## config.mk

```make
export PLATFORM = sky130hd
export DESIGN_NAME = cfs_supervisor
export DESIGN_NICKNAME = d
export VERILOG_FILES = /design/src/common/cfs_pkg.sv /design/src/design/cfs_supervisor.sv
export VERILOG_INCLUDE_DIRS = /design/src /design/src/common
export SDC_FILE = /design/constraint.sdc
export NUM_CORES = 1
export LEC_CHECK = 0
export BUFFER_PORTS_ARGS = -buffer_cell sky130_fd_sc_hd__buf_2
export CAP_MARGIN = 15
export CORE_AREA = 2 2 114 116
export CTS_BUF_LIST = sky130_fd_sc_hd__clkbuf_8 sky130_fd_sc_hd__clkbuf_16
export CTS_CLUSTER_SIZE = 10
export DETAILED_ROUTE_END_ITERATION = 10
export DIE_AREA = 0 0 116 118
export HOLD_SLACK_MARGIN = 0.1
export PLACE_DENSITY_LB_ADDON = 0.08
export SETUP_SLACK_MARGIN = 0.02
export SLEW_MARGIN = 20
export SYNTH_ARGS = -nofsm -noshare
export SYNTH_HDL_FRONTEND = slang
export SYNTH_SLANG_ARGS = --single-unit
```

## constraint.sdc

```tcl
create_clock -name aclk -period 4.25 [get_ports aclk]
set_input_delay 0.2125 -clock aclk [delete_from_list [all_inputs] [get_ports aclk]]
set_output_delay 0.2125 -clock aclk [all_outputs]
set_load 0.05 [all_outputs]
```

## src/common/cfs_regs.svh

```systemverilog
// register map, field layout, reset values and timing figures of the charger supervisor
`ifndef CFS_REGS_SVH
`define CFS_REGS_SVH
// ****************************************
// bus layout
// ****************************************
`define CFS_AW          8
`define CFS_DW          32
`define CFS_CTRL_OFS    8'h00
`define CFS_STAT_OFS    8'h04
`define CFS_CTRL_EN_BIT 0
`define CFS_CTRL_RST    1'b1
`define CFS_STAT_W      16
`define CFS_RESP_OKAY   2'b00
`define CFS_RESP_SLVERR 2'b10
// ****************************************
// timing figures
// ****************************************
`define CFS_CLK_KHZ     250000
`define CFS_T_DISCH_MS  1000
`define CFS_T_DETCHG_MS 500
`define CFS_T_SHORT_MS  1
`define CFS_T_OVP_MS    30
`define CFS_T_BLINK_MS  500
`define CFS_CNT_W       28
`endif

```

## src/common/cfs_pkg.sv

```systemverilog
// types shared by the charger supervisor
package cfs_pkg;
   // supervisor sequence states
   typedef enum logic [2:0] {
      ST_OFF, ST_DISCH, ST_DETCHG, ST_CHARGE, ST_SHORT, ST_TFAULT, ST_OVPOFF
   } cfs_state_e;
   // thermistor temperature zones, coldest first
   typedef enum logic [2:0] {
      ZN_COLD, ZN_T1T2, ZN_T2T3, ZN_T3T4, ZN_T4T5, ZN_HOT
   } cfs_zone_e;
   // feedback regulation targets
   typedef enum logic [1:0] {
      FB_2V100, FB_2V050, FB_2V025
   } cfs_fb_e;
endpackage

```

## src/design/cfs_supervisor.sv

```systemverilog
// charger fault supervisor: gate control, battery detection, fault handling, register slave
//
// Overview of operation
// - peak switch overcurrent cuts high side until next cycle
// - charge current above 160% blocks high side
// - high side resumes itself once overcurrent clears
// - sense below 5 mV keeps low side off
// - in DCM refresh bootstrap below 4 V
// - detection runs at power-up and on recharge fall
// - sink 8 mA; low within 1 s starts 125 mA
// - rise above recharge within 500 ms means no battery
// - either window expiring means battery present, charge
// - short below 2 V: off 1 ms, precharge restart
// - during short the low side stays undriven
// - high side inhibited at 102% regulation voltage
// - overvoltage over 30 ms disables charging
// - thermistor outside T1..T5 suspends switching
// - T1..T2 zone: 2.1 V target, half current
// - T2..T3 zone: 2.05 V target
// - T4..T5 zone: 2.025 V target
// - switch short latches off until adapter removal
// - thermal shutdown above 150, release below 130
// - timer fault clears when battery falls below recharge
// - reset or low current setting clears timer fault
// - fault current while below; above removes it, case one
// - status blinks on faults except battery short, on while charging
//
// The implementer's own choices: the register offsets and the AXI4-Lite register port.
`timescale 1ns/10ps
`include "cfs_regs.svh"
module cfs_supervisor
   import cfs_pkg::*;
#(
   parameter int DISCH_CYC  = `CFS_T_DISCH_MS * `CFS_CLK_KHZ,
   parameter int DETCHG_CYC = `CFS_T_DETCHG_MS * `CFS_CLK_KHZ,
   parameter int SHORT_CYC  = `CFS_T_SHORT_MS * `CFS_CLK_KHZ,
   parameter int OVP_CYC    = `CFS_T_OVP_MS * `CFS_CLK_KHZ,
   parameter int BLINK_CYC  = `CFS_T_BLINK_MS * `CFS_CLK_KHZ
) (
   input  wire logic               aclk,
   input  wire logic               aresetn,
   input  wire logic [`CFS_AW-1:0] awaddr,
   input  wire logic               awvalid,
   output logic                    awready,
   input  wire logic [`CFS_DW-1:0] wdata,
   input  wire logic [3:0]         wstrb,
   input  wire logic               wvalid,
   output logic                    wready,
   output logic [1:0]              bresp,
   output logic                    bvalid,
   input  wire logic               bready,
   input  wire logic [`CFS_AW-1:0] araddr,
   input  wire logic               arvalid,
   output logic                    arready,
   output logic [`CFS_DW-1:0]      rdata,
   output logic [1:0]              rresp,
   output logic                    rvalid,
   input  wire logic               rready,
   input  wire logic               cycle_start,
   input  wire logic               timer_fault,
   input  wire logic               peak_oc,
   input  wire logic               chg_oc160,
   input  wire logic               sense_below_5mv,
   input  wire logic               boot_below_4v,
   input  wire logic               dcm_mode,
   input  wire logic               bat_below_recharge,
   input  wire logic               bat_below_low_battery_threshold,
   input  wire logic               battery_sense_node_below_2v,
   input  wire logic               bat_ovp102,
   input  wire logic               switch_short,
   input  wire logic               tj_above_150,
   input  wire logic               tj_above_130,
   input  wire logic               charge_current_setting_input_below_40mv,
   input  wire logic               adapter_present,
   input  wire logic               input_ovp,
   input  wire logic [4:0]         ts_past_thr,
   output logic                    hs_gate_en,
   output logic                    ls_gate_en,
   output logic                    det_sink_en,
   output logic                    det_low_chg,
   output logic                    precharge_lvl,
   output logic                    fault_cur_en,
   output logic                    half_current,
   output cfs_fb_e                 fb_target,
   output logic                    adapter_side_switch,
   output logic                    stat_sink_on
);
   // ****************************************
   // comparator synchronisers
   // ****************************************
   localparam int SW = 20;
   logic [SW-1:0] sy1_r, sy2_r;
   logic pk_s, oc_s, snz_s, boot_s, dcm_s, rech_s, low_battery_threshold_s, bshort_s, ovp_s;
   logic swsh_s, tj150_s, tj130_s, charge_current_setting_input_s, adp_s, inovp_s;
   logic [4:0] ts_s;

   // two flops before any use
   always_ff @(posedge aclk) begin
      sy1_r <= {peak_oc, chg_oc160, sense_below_5mv, boot_below_4v, dcm_mode, bat_below_recharge,
                bat_below_low_battery_threshold, battery_sense_node_below_2v, bat_ovp102, switch_short,
                tj_above_150, tj_above_130, charge_current_setting_input_below_40mv, adapter_present, input_ovp, ts_past_thr};
      sy2_r <= sy1_r;
   end
   assign {pk_s, oc_s, snz_s, boot_s, dcm_s, rech_s, low_battery_threshold_s, bshort_s, ovp_s, swsh_s,
           tj150_s, tj130_s, charge_current_setting_input_s, adp_s, inovp_s, ts_s} = sy2_r;

   // ****************************************
   // register slave
   // ****************************************
   logic                 awready_r, wready_r, bvalid_r, arready_r, rvalid_r;
   logic                 aw_held_r, w_held_r, ctrl_en_r;
   logic [1:0]           bresp_r, rresp_r;
   logic [`CFS_AW-1:0]   awaddr_r;
   logic [`CFS_DW-1:0]   wdata_r, rdata_r;
   logic [3:0]           wstrb_r;
   logic                 aw_take, w_take, ar_take, wr_go, aw_nxt, w_nxt, rv_nxt;
   logic                 wr_ctrl, wr_hit, rd_ctrl, rd_stat;
   logic [`CFS_STAT_W-1:0] stat_word;

   // handshake and decode
   assign aw_take = awvalid && awready_r;
   assign w_take  = wvalid && wready_r;
   assign ar_take = arvalid && arready_r;
   assign wr_go   = aw_held_r && w_held_r && !bvalid_r;
   assign aw_nxt  = (aw_held_r && !wr_go) || aw_take;
   assign w_nxt   = (w_held_r && !wr_go) || w_take;
   assign rv_nxt  = (rvalid_r && !rready) || ar_take;
   assign wr_ctrl = awaddr_r == `CFS_CTRL_OFS;
   assign wr_hit  = wr_ctrl || awaddr_r == `CFS_STAT_OFS;
   assign rd_ctrl = araddr == `CFS_CTRL_OFS;
   assign rd_stat = araddr == `CFS_STAT_OFS;

   // write channel
   always_ff @(posedge aclk) begin
      if (!aresetn) begin
         {awready_r, wready_r, aw_held_r, w_held_r, bvalid_r} <= '0;
         bresp_r <= `CFS_RESP_OKAY;
         ctrl_en_r <= `CFS_CTRL_RST;
      end else begin
         aw_held_r <= aw_nxt;
         w_held_r  <= w_nxt;
         awready_r <= !aw_nxt;
         wready_r  <= !w_nxt;
         if (wr_go) begin
            bvalid_r <= 1'b1;
            bresp_r  <= wr_hit ? `CFS_RESP_OKAY : `CFS_RESP_SLVERR;
            if (wr_ctrl && wstrb_r[0]) ctrl_en_r <= wdata_r[`CFS_CTRL_EN_BIT];
         end else if (bready) begin
            bvalid_r <= 1'b0;
         end
      end
   end

   // captured write payload
   always_ff @(posedge aclk) begin
      if (aw_take) awaddr_r <= awaddr;
      if (w_take) begin
         wdata_r <= wdata;
         wstrb_r <= wstrb;
      end
   end

   // read channel
   always_ff @(posedge aclk) begin
      if (!aresetn) begin
         {arready_r, rvalid_r} <= '0;
         rresp_r <= `CFS_RESP_OKAY;
         rdata_r <= '0;
      end else begin
         rvalid_r  <= rv_nxt;
         arready_r <= !rv_nxt;
         if (ar_take) begin
            rresp_r <= (rd_ctrl || rd_stat) ? `CFS_RESP_OKAY : `CFS_RESP_SLVERR;
            rdata_r <= rd_stat ? {{(`CFS_DW-`CFS_STAT_W){1'b0}}, stat_word} :
                       {{(`CFS_DW-1){1'b0}}, rd_ctrl && ctrl_en_r};
         end
      end
   end

   // ****************************************
   // fault flags and zone
   // ****************************************
   cfs_state_e st_r, st_nxt;
   cfs_zone_e  zone;
   logic latch_r, thermal_shutdown_threshold_r, nobat_r, above_seen_r, rech_prev_r, prechg_r;
   logic [`CFS_CNT_W-1:0] cnt_r, ovp_cnt_r, blink_cnt_r;
   logic blink_r, ts_ok, charging, conv_run, cnt_disch, cnt_det, cnt_short, ovp_trip;
   logic ls_block_r, hs_block_r, hs_nxt, ls_nxt, refresh, stat_nxt, blink_cond;

   // thermistor zone
   assign zone = !ts_s[0] ? ZN_COLD : !ts_s[1] ? ZN_T1T2 : !ts_s[2] ? ZN_T2T3 :
                 !ts_s[3] ? ZN_T3T4 : !ts_s[4] ? ZN_T4T5 : ZN_HOT;
   assign ts_ok = zone != ZN_COLD && zone != ZN_HOT;

   // latch-off and thermal shutdown with hysteresis
   always_ff @(posedge aclk) begin
      if (!aresetn) begin
         latch_r <= 1'b0;
         thermal_shutdown_threshold_r <= 1'b0;
      end else begin
         if (swsh_s) latch_r <= 1'b1;
         else if (!adp_s) latch_r <= 1'b0;
         if (tj150_s) thermal_shutdown_threshold_r <= 1'b1;
         else if (!tj130_s) thermal_shutdown_threshold_r <= 1'b0;
      end
   end

   // ****************************************
   // detection and fault sequence
   // ****************************************
   assign cnt_disch = cnt_r == `CFS_CNT_W'(DISCH_CYC - 1);
   assign cnt_det   = cnt_r == `CFS_CNT_W'(DETCHG_CYC - 1);
   assign cnt_short = cnt_r == `CFS_CNT_W'(SHORT_CYC - 1);
   assign ovp_trip  = ovp_cnt_r == `CFS_CNT_W'(OVP_CYC);

   // next state
   always_comb begin
      st_nxt = st_r;
      if (!ctrl_en_r || charge_current_setting_input_s) begin
         st_nxt = ST_OFF;
      end else begin
         case (st_r)
            ST_OFF:    st_nxt = ST_DISCH;
            ST_DISCH: begin
               if (low_battery_threshold_s) st_nxt = ST_DETCHG;
               else if (cnt_disch) st_nxt = ST_CHARGE;
            end
            ST_DETCHG: begin
               if (!rech_s) st_nxt = ST_DISCH;
               else if (cnt_det) st_nxt = ST_CHARGE;
            end
            ST_CHARGE: begin
               if (timer_fault) st_nxt = ST_TFAULT;
               else if (ovp_trip) st_nxt = ST_OVPOFF;
               else if (bshort_s) st_nxt = ST_SHORT;
               else if (rech_s && !rech_prev_r) st_nxt = ST_DISCH;
            end
            ST_SHORT:  if (cnt_short) st_nxt = ST_CHARGE;
            ST_TFAULT: if (above_seen_r && rech_s) st_nxt = ST_DISCH;
            ST_OVPOFF: st_nxt = ST_OVPOFF;
            default:   st_nxt = ST_OFF;
         endcase
      end
   end

   // state, window counter and sequence flags
   always_ff @(posedge aclk) begin
      if (!aresetn) begin
         st_r <= ST_OFF;
         cnt_r <= '0;
         {nobat_r, above_seen_r, rech_prev_r, prechg_r} <= '0;
      end else begin
         st_r <= st_nxt;
         cnt_r <= (st_nxt != st_r) ? '0 : cnt_r + 1'b1;
         rech_prev_r <= rech_s;
         if (st_r == ST_DETCHG && st_nxt == ST_DISCH) nobat_r <= 1'b1;
         else if (st_nxt == ST_CHARGE) nobat_r <= 1'b0;
         above_seen_r <= st_r == ST_TFAULT && (above_seen_r || !rech_s);
         if (st_r == ST_SHORT && st_nxt == ST_CHARGE) prechg_r <= 1'b1;
         else if (st_nxt != ST_CHARGE) prechg_r <= 1'b0;
      end
   end

   // continuous overvoltage time
   always_ff @(posedge aclk) begin
      if (!aresetn || !ovp_s || st_r != ST_CHARGE) ovp_cnt_r <= '0;
      else if (!ovp_trip) ovp_cnt_r <= ovp_cnt_r + 1'b1;
   end

   // ****************************************
   // switch gating
   // ****************************************
   assign charging = st_r == ST_CHARGE || st_r == ST_DETCHG;
   assign conv_run = charging && ts_ok && !thermal_shutdown_threshold_r && !latch_r && adp_s;
   assign refresh  = dcm_s && boot_s;
   assign hs_nxt   = conv_run && !hs_block_r && !pk_s && !oc_s && !ovp_s;
   assign ls_nxt   = conv_run && !bshort_s && (!(ls_block_r || snz_s) || refresh);

   // per-cycle blocks; a new event beats the cycle restart
   always_ff @(posedge aclk) begin
      if (!aresetn) begin
         hs_block_r <= 1'b0;
         ls_block_r <= 1'b0;
      end else begin
         hs_block_r <= pk_s || (hs_block_r && !cycle_start);
         ls_block_r <= (snz_s && charging) || (ls_block_r && !cycle_start);
      end
   end

   // ****************************************
   // status blink and outputs
   // ****************************************
   assign blink_cond = latch_r || inovp_s || ovp_s || nobat_r || st_r == ST_OVPOFF ||
                       st_r == ST_TFAULT || (charging && (!ts_ok || thermal_shutdown_threshold_r));
   assign stat_nxt   = blink_cond ? blink_r : charging;

   // blink phase generator
   always_ff @(posedge aclk) begin
      if (!aresetn || blink_cnt_r == `CFS_CNT_W'(BLINK_CYC - 1)) blink_cnt_r <= '0;
      else blink_cnt_r <= blink_cnt_r + 1'b1;
      if (!aresetn) blink_r <= 1'b0;
      else if (blink_cnt_r == `CFS_CNT_W'(BLINK_CYC - 1)) blink_r <= !blink_r;
   end

   // registered outputs
   always_ff @(posedge aclk) begin
      if (!aresetn) begin
         {hs_gate_en, ls_gate_en, det_sink_en, det_low_chg, precharge_lvl} <= '0;
         {fault_cur_en, half_current, adapter_side_switch, stat_sink_on} <= '0;
         fb_target <= FB_2V050;
      end else begin
         hs_gate_en    <= hs_nxt;
         ls_gate_en    <= ls_nxt;
         det_sink_en   <= st_nxt == ST_DISCH;
         det_low_chg   <= st_nxt == ST_DETCHG;
         precharge_lvl <= prechg_r;
         fault_cur_en  <= st_r == ST_TFAULT && rech_s && !above_seen_r;
         half_current  <= zone == ZN_T1T2;
         fb_target     <= zone == ZN_T1T2 ? FB_2V100 :
                          zone == ZN_T4T5 ? FB_2V025 : FB_2V050;
         adapter_side_switch <= adp_s;
         stat_sink_on  <= stat_nxt;
      end
   end

   assign stat_word = {1'b0, stat_sink_on, inovp_s, ovp_s, ls_gate_en, hs_gate_en, nobat_r,
                       thermal_shutdown_threshold_r, latch_r, zone, st_r, ctrl_en_r};
   assign {awready, wready, bvalid, bresp} = {awready_r, wready_r, bvalid_r, bresp_r};
   assign {arready, rvalid, rresp, rdata}  = {arready_r, rvalid_r, rresp_r, rdata_r};
endmodule

```

==> results of run 1 <==
flip-flops by register name (all words and copies together), names as in the netlist, 2 cells and up:
name / cells
blink_cnt_r: 28
cnt_r: 28
ovp_cnt_r: 28
sy1_r: 20
sy2_r: 20
rdata: 15
awaddr_r: 8
st_r: 3
fb_target: 2
cells by family (layout without fill, tap and decap cells):
family | after synthesis | after routing
other cells | 1 | 19
buf+inv | 62 | 162
flops | 182 | 182
mux | 2 | 2
simple gates | 358 | 358
fa+ha+maj | 4 | 4
compound gates | 65 | 65
xor+xnor | 76 | 76
worst register-to-register path, stage by stage, from the launching register on:
cell and delay (ns):
dfxtp_1 0.38, ha_1 0.20, nand3_1 0.24, or4_4 0.64
or4_4 0.55, o311ai_2 0.15, o2111ai_4 0.48, nor3_1 0.35
layout make-up:
class                      instances  area share
sequential                       182      0.4408
clock buffer                      19     0.05599
multi-input combinational        524      0.3706
tap                              172     0.02534
clock inverter                    12     0.01370
inverter                          19    0.008398
timing repair buffer             112     0.08516
Yosys cell counts, drive strengths merged, types with 23 or more instances:
library cell    n  area (um2)
buf            24       178.9
dfxtp         172        3443
nand2          55       206.5
nand3          34       170.2
nand4          23       143.9
nor2           83       311.6
nor2b          24       150.1
nor3           41       205.2
xnor2          34       297.8
xor2           42       367.9
routing by layer:
layer	wire length, um	up-vias	track usage	part of all wire
met5	0	-	0	0
met4	240	0	0.08036	0.016
met3	619	18	0.05201	0.042
met2	6906	138	0.3505	0.47
met1	7064	2517	0.2961	0.48
li1	-	2771	-	-
through the flow:
stage / util / instance area (um2) / hold slack, ns / power [mW]
after floorplan: - / 7212 / 0.2402 / 1.949
after detailed placement: 0.6106 / 7580 / 0.3121 / 1.982
after CTS: 0.6840 / 8492 / 0.1229 / 3.538
after global placement: 0.6106 / 7580 / 0.3103 / 1.978
final: 0.6840 / 8492 / 0.1429 / 3.501
after global routing: 0.6840 / 8492 / 0.1544 / 3.628
power groups by stage:
stage               registers [mW]  logic [mW]  clock network (mW)
CTS                           1.78       0.182                1.57
finish                        1.79       0.183                1.53
detailed placement            1.82       0.159                   0
floorplan                     1.84       0.112                   0
global route                  1.79       0.198                1.64
global placement              1.82       0.156                   0
worst max path at each step:
stage / start / endpoint / slack, ns / cells past startpoint
after detailed placement: cnt_r[0] / cnt_r[8] / 1.19 / 7
after global routing: cnt_r[0] / cnt_r[18] / 0.98 / 7
after global placement: cnt_r[0] / cnt_r[14] / 1.32 / 8
final: cnt_r[0] / cnt_r[21] / 1.19 / 7
after CTS: cnt_r[0] / cnt_r[21] / 1.17 / 7
after floorplan: cnt_r[9] / cnt_r[10] / 1.48 / 7
==> flow_metrics.tcl, run 1 <==
set metrics [dict create \
    synth_xor_area_frac 0.09317 \
    synth-seq-cells 182 \
    layout_common_cells "172 x dfxtp_1, 83 x nor2_1, 79 x buf_2, 55 x nand2_1, 42 x xor2_1" \
    design.core.area_um2 12410 \
    antenna_left 0 \
    numCtsBuffers 17 \
    path_cells "ha_1 -> nand3_1 -> or4_4 -> or4_4 -> o311ai_2 -> o2111ai_4 -> nor3_1" \
    grt_setup_unrepaired "no" \
    port_buffers 79 \
    p_int_mw 2.705 \
    rows 41 \
    fmax_mhz 326.7 \
    pwr-share-clk 0.438 \
    r2r_end "cnt_r[21]" \
    cp-start-kind "flop" \
    critPathTopFamily "simple AND/OR/NAND/NOR gates" \
    clk_latency_ns 0.43 \
    syn_to_final_growth_pct 18.86 \
    hold_buffers 32 \
    final_cells 1040 \
    syn_avg_cell_area_um2 9.526 \
    layout.nets 941 \
    drv_cap 0 \
    dr.pass1.iters 4 \
    seqPwrFrac 0.510 \
    finClkSkew_ns 0.01311 \
    routabilityCongestion 0.8598 \
    syn_area_um2 7144 \
    worstPathBufferInverterCount 0 \
    drc 0 \
    cpPeakStageDelay_ns 0.64 \
    ys_types 55 \
    n_antenna_cell 0 \
    hold_depth 3 \
    postCtsSetupRepairBufs 0 \
    grt_max_degree 43 \
    worstHoldPathType "primary input to flop" \
    clkTransAtPathRegs_ns 0.06 \
    pre_cts_slack_ns 1.189 \
    p_per_area_nw_per_um2 412.3 \
    multiInputGateArea_um2 3147 \
    cts_tree "yes" \
    crit_arrival_ns 3.40 \
    cts_sinks 182 \
    worstPathRequired_ns 4.59 \
    die-area_um2 13690 \
    p_comb_frac 0.052 \
    synth-simple-area-share 0.2634 \
    fin_crit_sh 0.7202 \
    slew_headroom 0.3083 \
    antenna_found_initial 0 \
    layout.area.seq_um2 3744 \
    dpl.cell_count 977 \
    initial_core_util 0.5755 \
    vias 5444 \
    synthFlopType "dfxtp_1" \
    endpoint_kind "flop" \
    cpMostUsedCell "or4_4" \
    hold_violations 0 \
    p_leak_nw 3.132 \
    muxShareOfSynthArea 0.002802 \
    grt_pass1_vias 5162 \
    cts_buffer_depth 2 \
    power_switching_mw 0.7962 \
    cts_resized 0 \
    pin_count 133 \
    avgViaCountPerCell 5.235 \
    async_flop_share 0 \
    htreeDepth 4 \
    cp_max_fo 28 \
    drtIter0Drc 386 \
    hold_start "arvalid" \
    clockRootBuffer "clkbuf_16" \
    wl_per_cell_um 14.26 \
    reg2reg_from "cnt_r[0]" \
    synth_fa_ha_area_frac 0.007005 \
    period_minus_slack_ns 3.061 \
    switching_share 0.2274 \
    cp_slowest_cell "or4_4" \
    synth_top_family_by_area "simple AND/OR/NAND/NOR gates" \
    die_h_um 118 \
    overflow 0 \
    post-dp-hpwl_um 9982 \
    grt_pass1_wl_um 24230 \
    synth_edf_count 10 \
    nFillCells 981 \
    drive_gt1_frac 0.1348 \
    max-vdd-ir-drop_mv 0.2979 \
    wl_um 14830 \
    fin_ws_ns 1.189 \
    r2r_slack_ns 1.19 \
    grt.total_usage 0.2219 \
    syn-instance-count 750 \
    status "finished clean" \
    setup_viol 0 \
    drv_slew 0 \
    hold_end "rresp[1]" \
    synth_compound_area_frac 0.06410 \
    crit_type "flop to flop" \
    tns_ns 0 \
    mostFrequentLayoutCell "dfxtp_1" \
    ys_seq_area_frac 0.5240 \
    tightestPinTransition_ns 1.038 \
    yosysWarnings 0 \
    die_x_um 116 \
    rr_worst_depth 7 \
]
Note: power is estimated with default switching activity, not from simulation.
==> run 2, diff against run 1 <==
--- a/config.mk
+++ b/config.mk
@@ -8,11 +8,11 @@
 export LEC_CHECK = 0
 export BUFFER_PORTS_ARGS = -buffer_cell sky130_fd_sc_hd__buf_2
 export CAP_MARGIN = 15
-export CORE_AREA = 2 2 114 116
+export CORE_AREA = 2 2 123 125
 export CTS_BUF_LIST = sky130_fd_sc_hd__clkbuf_8 sky130_fd_sc_hd__clkbuf_16
 export CTS_CLUSTER_SIZE = 10
 export DETAILED_ROUTE_END_ITERATION = 10
-export DIE_AREA = 0 0 116 118
+export DIE_AREA = 0 0 125 127
 export HOLD_SLACK_MARGIN = 0.1
 export PLACE_DENSITY_LB_ADDON = 0.08
 export SETUP_SLACK_MARGIN = 0.02
==> constraint.sdc (replaced) <==
create_clock -name aclk -period 2.5 [get_ports aclk]
set_input_delay 0.125 -clock aclk [delete_from_list [all_inputs] [get_ports aclk]]
set_output_delay 0.125 -clock aclk [all_outputs]
set_load 0.05 [all_outputs]
==> flow_metrics.tcl, run 2 (synthesis results as in run 1) <==
set metrics [dict create \
    status "finished, violations left" \
    failed_checks "negative setup slack" \
    worstPathRequired_ns 2.81 \
    grt_setup_unrepaired "yes" \
    cpMostUsedCell "or4_4" \
    grt_max_degree 29 \
    rows 44 \
    met2_usage 0.3398 \
    crit_arrival_ns 2.97 \
    cp-start-kind "flop" \
    fmax_mhz 375.8 \
    port_buffers 79 \
    grt_pass1_wl_um 26250 \
    slew_headroom 0.5863 \
    endpoint_kind "flop" \
    clk_latency_ns 0.42 \
    fin_crit_sh 1.064 \
    r2r_slack_ns -0.16 \
    p_leak_nw 3.403 \
    layout_common_cells "170 x dfxtp_1, 82 x nor2_1, 79 x buf_2, 55 x nand2_1, 42 x xor2_1" \
    wl_per_cell_um 14.58 \
    cp_slowest_cell "or4_4" \
    max-vdd-ir-drop_mv 0.5002 \
    cts_tree "yes" \
    pre_cts_slack_ns -0.1432 \
    cp_max_fo 7 \
    critPathTopFamily "simple AND/OR/NAND/NOR gates" \
    busiest_layer "met2" \
    power_mw 5.885 \
    n_antenna_cell 0 \
    grt_pass1_vias 5585 \
    use_met3 0.04983 \
    clkTransAtPathRegs_ns 0.07 \
    overflow 0 \
    die_h_um 127 \
    wl_um 16080 \
    hold_violations 0 \
    design.core.area_um2 14420 \
    layout.nets 991 \
    mostFrequentLayoutCell "dfxtp_1" \
    cts_sinks 182 \
    grt_use_met1 0.2602 \
    avgViaCountPerCell 5.191 \
    pin_count 133 \
    drv_slew 0 \
    drc 0 \
    p_per_area_nw_per_um2 652.3 \
    dr.pass1.iters 5 \
    nFillCells 1200 \
    worstPathBufferInverterCount 2 \
    path_cells "or4_4 -> or4_4 -> or4_4 -> o311a_4 -> o311ai_4 -> buf_6 -> clkbuf_16 -> nor3_1" \
    tightestPinTransition_ns 0.6158 \
    fin_ws_ns -0.1607 \
    numCtsBuffers 17 \
    antenna_found_initial 0 \
    cpPeakStageDelay_ns 0.52 \
    finClkSkew_ns 0.008682 \
    reg_top3 "blink_cnt_r: 28 flops, cnt_r: 28 flops, ovp_cnt_r: 28 flops" \
    cts_buffer_depth 2 \
    period_minus_slack_ns 2.661 \
    syn_to_final_growth_pct 26.27 \
    drtIter0Drc 325 \
    post-dp-hpwl_um 10780 \
    worstHoldPathType "primary input to flop" \
    die_x_um 125 \
    die-area_um2 15880 \
    crit_type "flop to flop" \
    setup_viol 28 \
    drive_gt1_frac 0.1959 \
    clockRootBuffer "clkbuf_16" \
    htreeDepth 4 \
    drv_cap 0 \
    routabilityCongestion 0.8350 \
    initial_core_util 0.4953 \
    grt.total_usage 0.2013 \
    antenna_left 0 \
    vias 5726 \
]
run 2: changes by cell type in the layout (fill, tap and decap cells not counted), sizes merged:
cell	delta
buf	+44
dlygate4sd3	+4
clkbuf	+3
clkinvlp	+2
inv	-2
bufinv	-1
clkinv	+1
run 2: repair_timing:
action / CTS / global route
setup endpoints to repair: 32 / 33
setup buffers: 0 / 5
endpoints found under the hold margin: 38 / 0
gates resized for setup: 1 / 17
cloned: 0 / 3
pin swaps: 0 / 7
hold buffers: 36 / 0
run 2: power breakdown:
part / switching [mW] / internal (mW) / total (mW)
combinational: 0.222 / 0.135 / 0.357
clock: 1.14 / 1.36 / 2.50
sequential: 0.0345 / 2.99 / 3.03
run 2: cell type report:
type,count,area [um2],area share
Clock buffer,20,466.7,0.05173
Clock inverter,12,93.84,0.01040
Inverter,19,71.32,0.007906
Multi-Input combinational cell,524,3237,0.3588
Sequential cell,182,3746,0.4153
Tap cell,184,230.2,0.02552
Timing Repair Buffer,162,1176,0.1304
run 2: layer usage:
metal | part of all wire | vias to the layer above
met4 | 0.0074 | 0
li1 | - | 2870
met1 | 0.46 | 2713
met5 | 0 | -
met3 | 0.050 | 11
met2 | 0.48 | 132
run 2: final timing paths:
kind | from | endpoint | cells after the start
worst max-delay path | cnt_r[9] | cnt_r[19] | 8
worst min-delay path | araddr[5] | rdata[0] | 4
worst max register to register | cnt_r[9] | cnt_r[19] | 8
worst min register to register | sy1_r[16] | sy2_r[16] | 0
run 2: stage by stage:
stage	hold slack [ns]	utilization	instances	instance area, um2	TNS [ns]
floorplan	0.1527	-	768	7224	-3.856
global placement	0.2281	0.5494	1028	7925	-2.642
detailed placement	0.2286	0.5494	1028	7925	-3.603
CTS	0.1035	0.6136	1096	8850	-3.983
global route	0.1431	0.6254	1103	9021	-5.530
finish	0.1050	0.6254	1103	9021	-4.144
run 2: worst min-delay path, delay by kind of cell:
family | cells | cell delay (ns)
compound gates | 1 | 0.15
buf+inv | 1 | 0.07
simple gates | 2 | 0.13
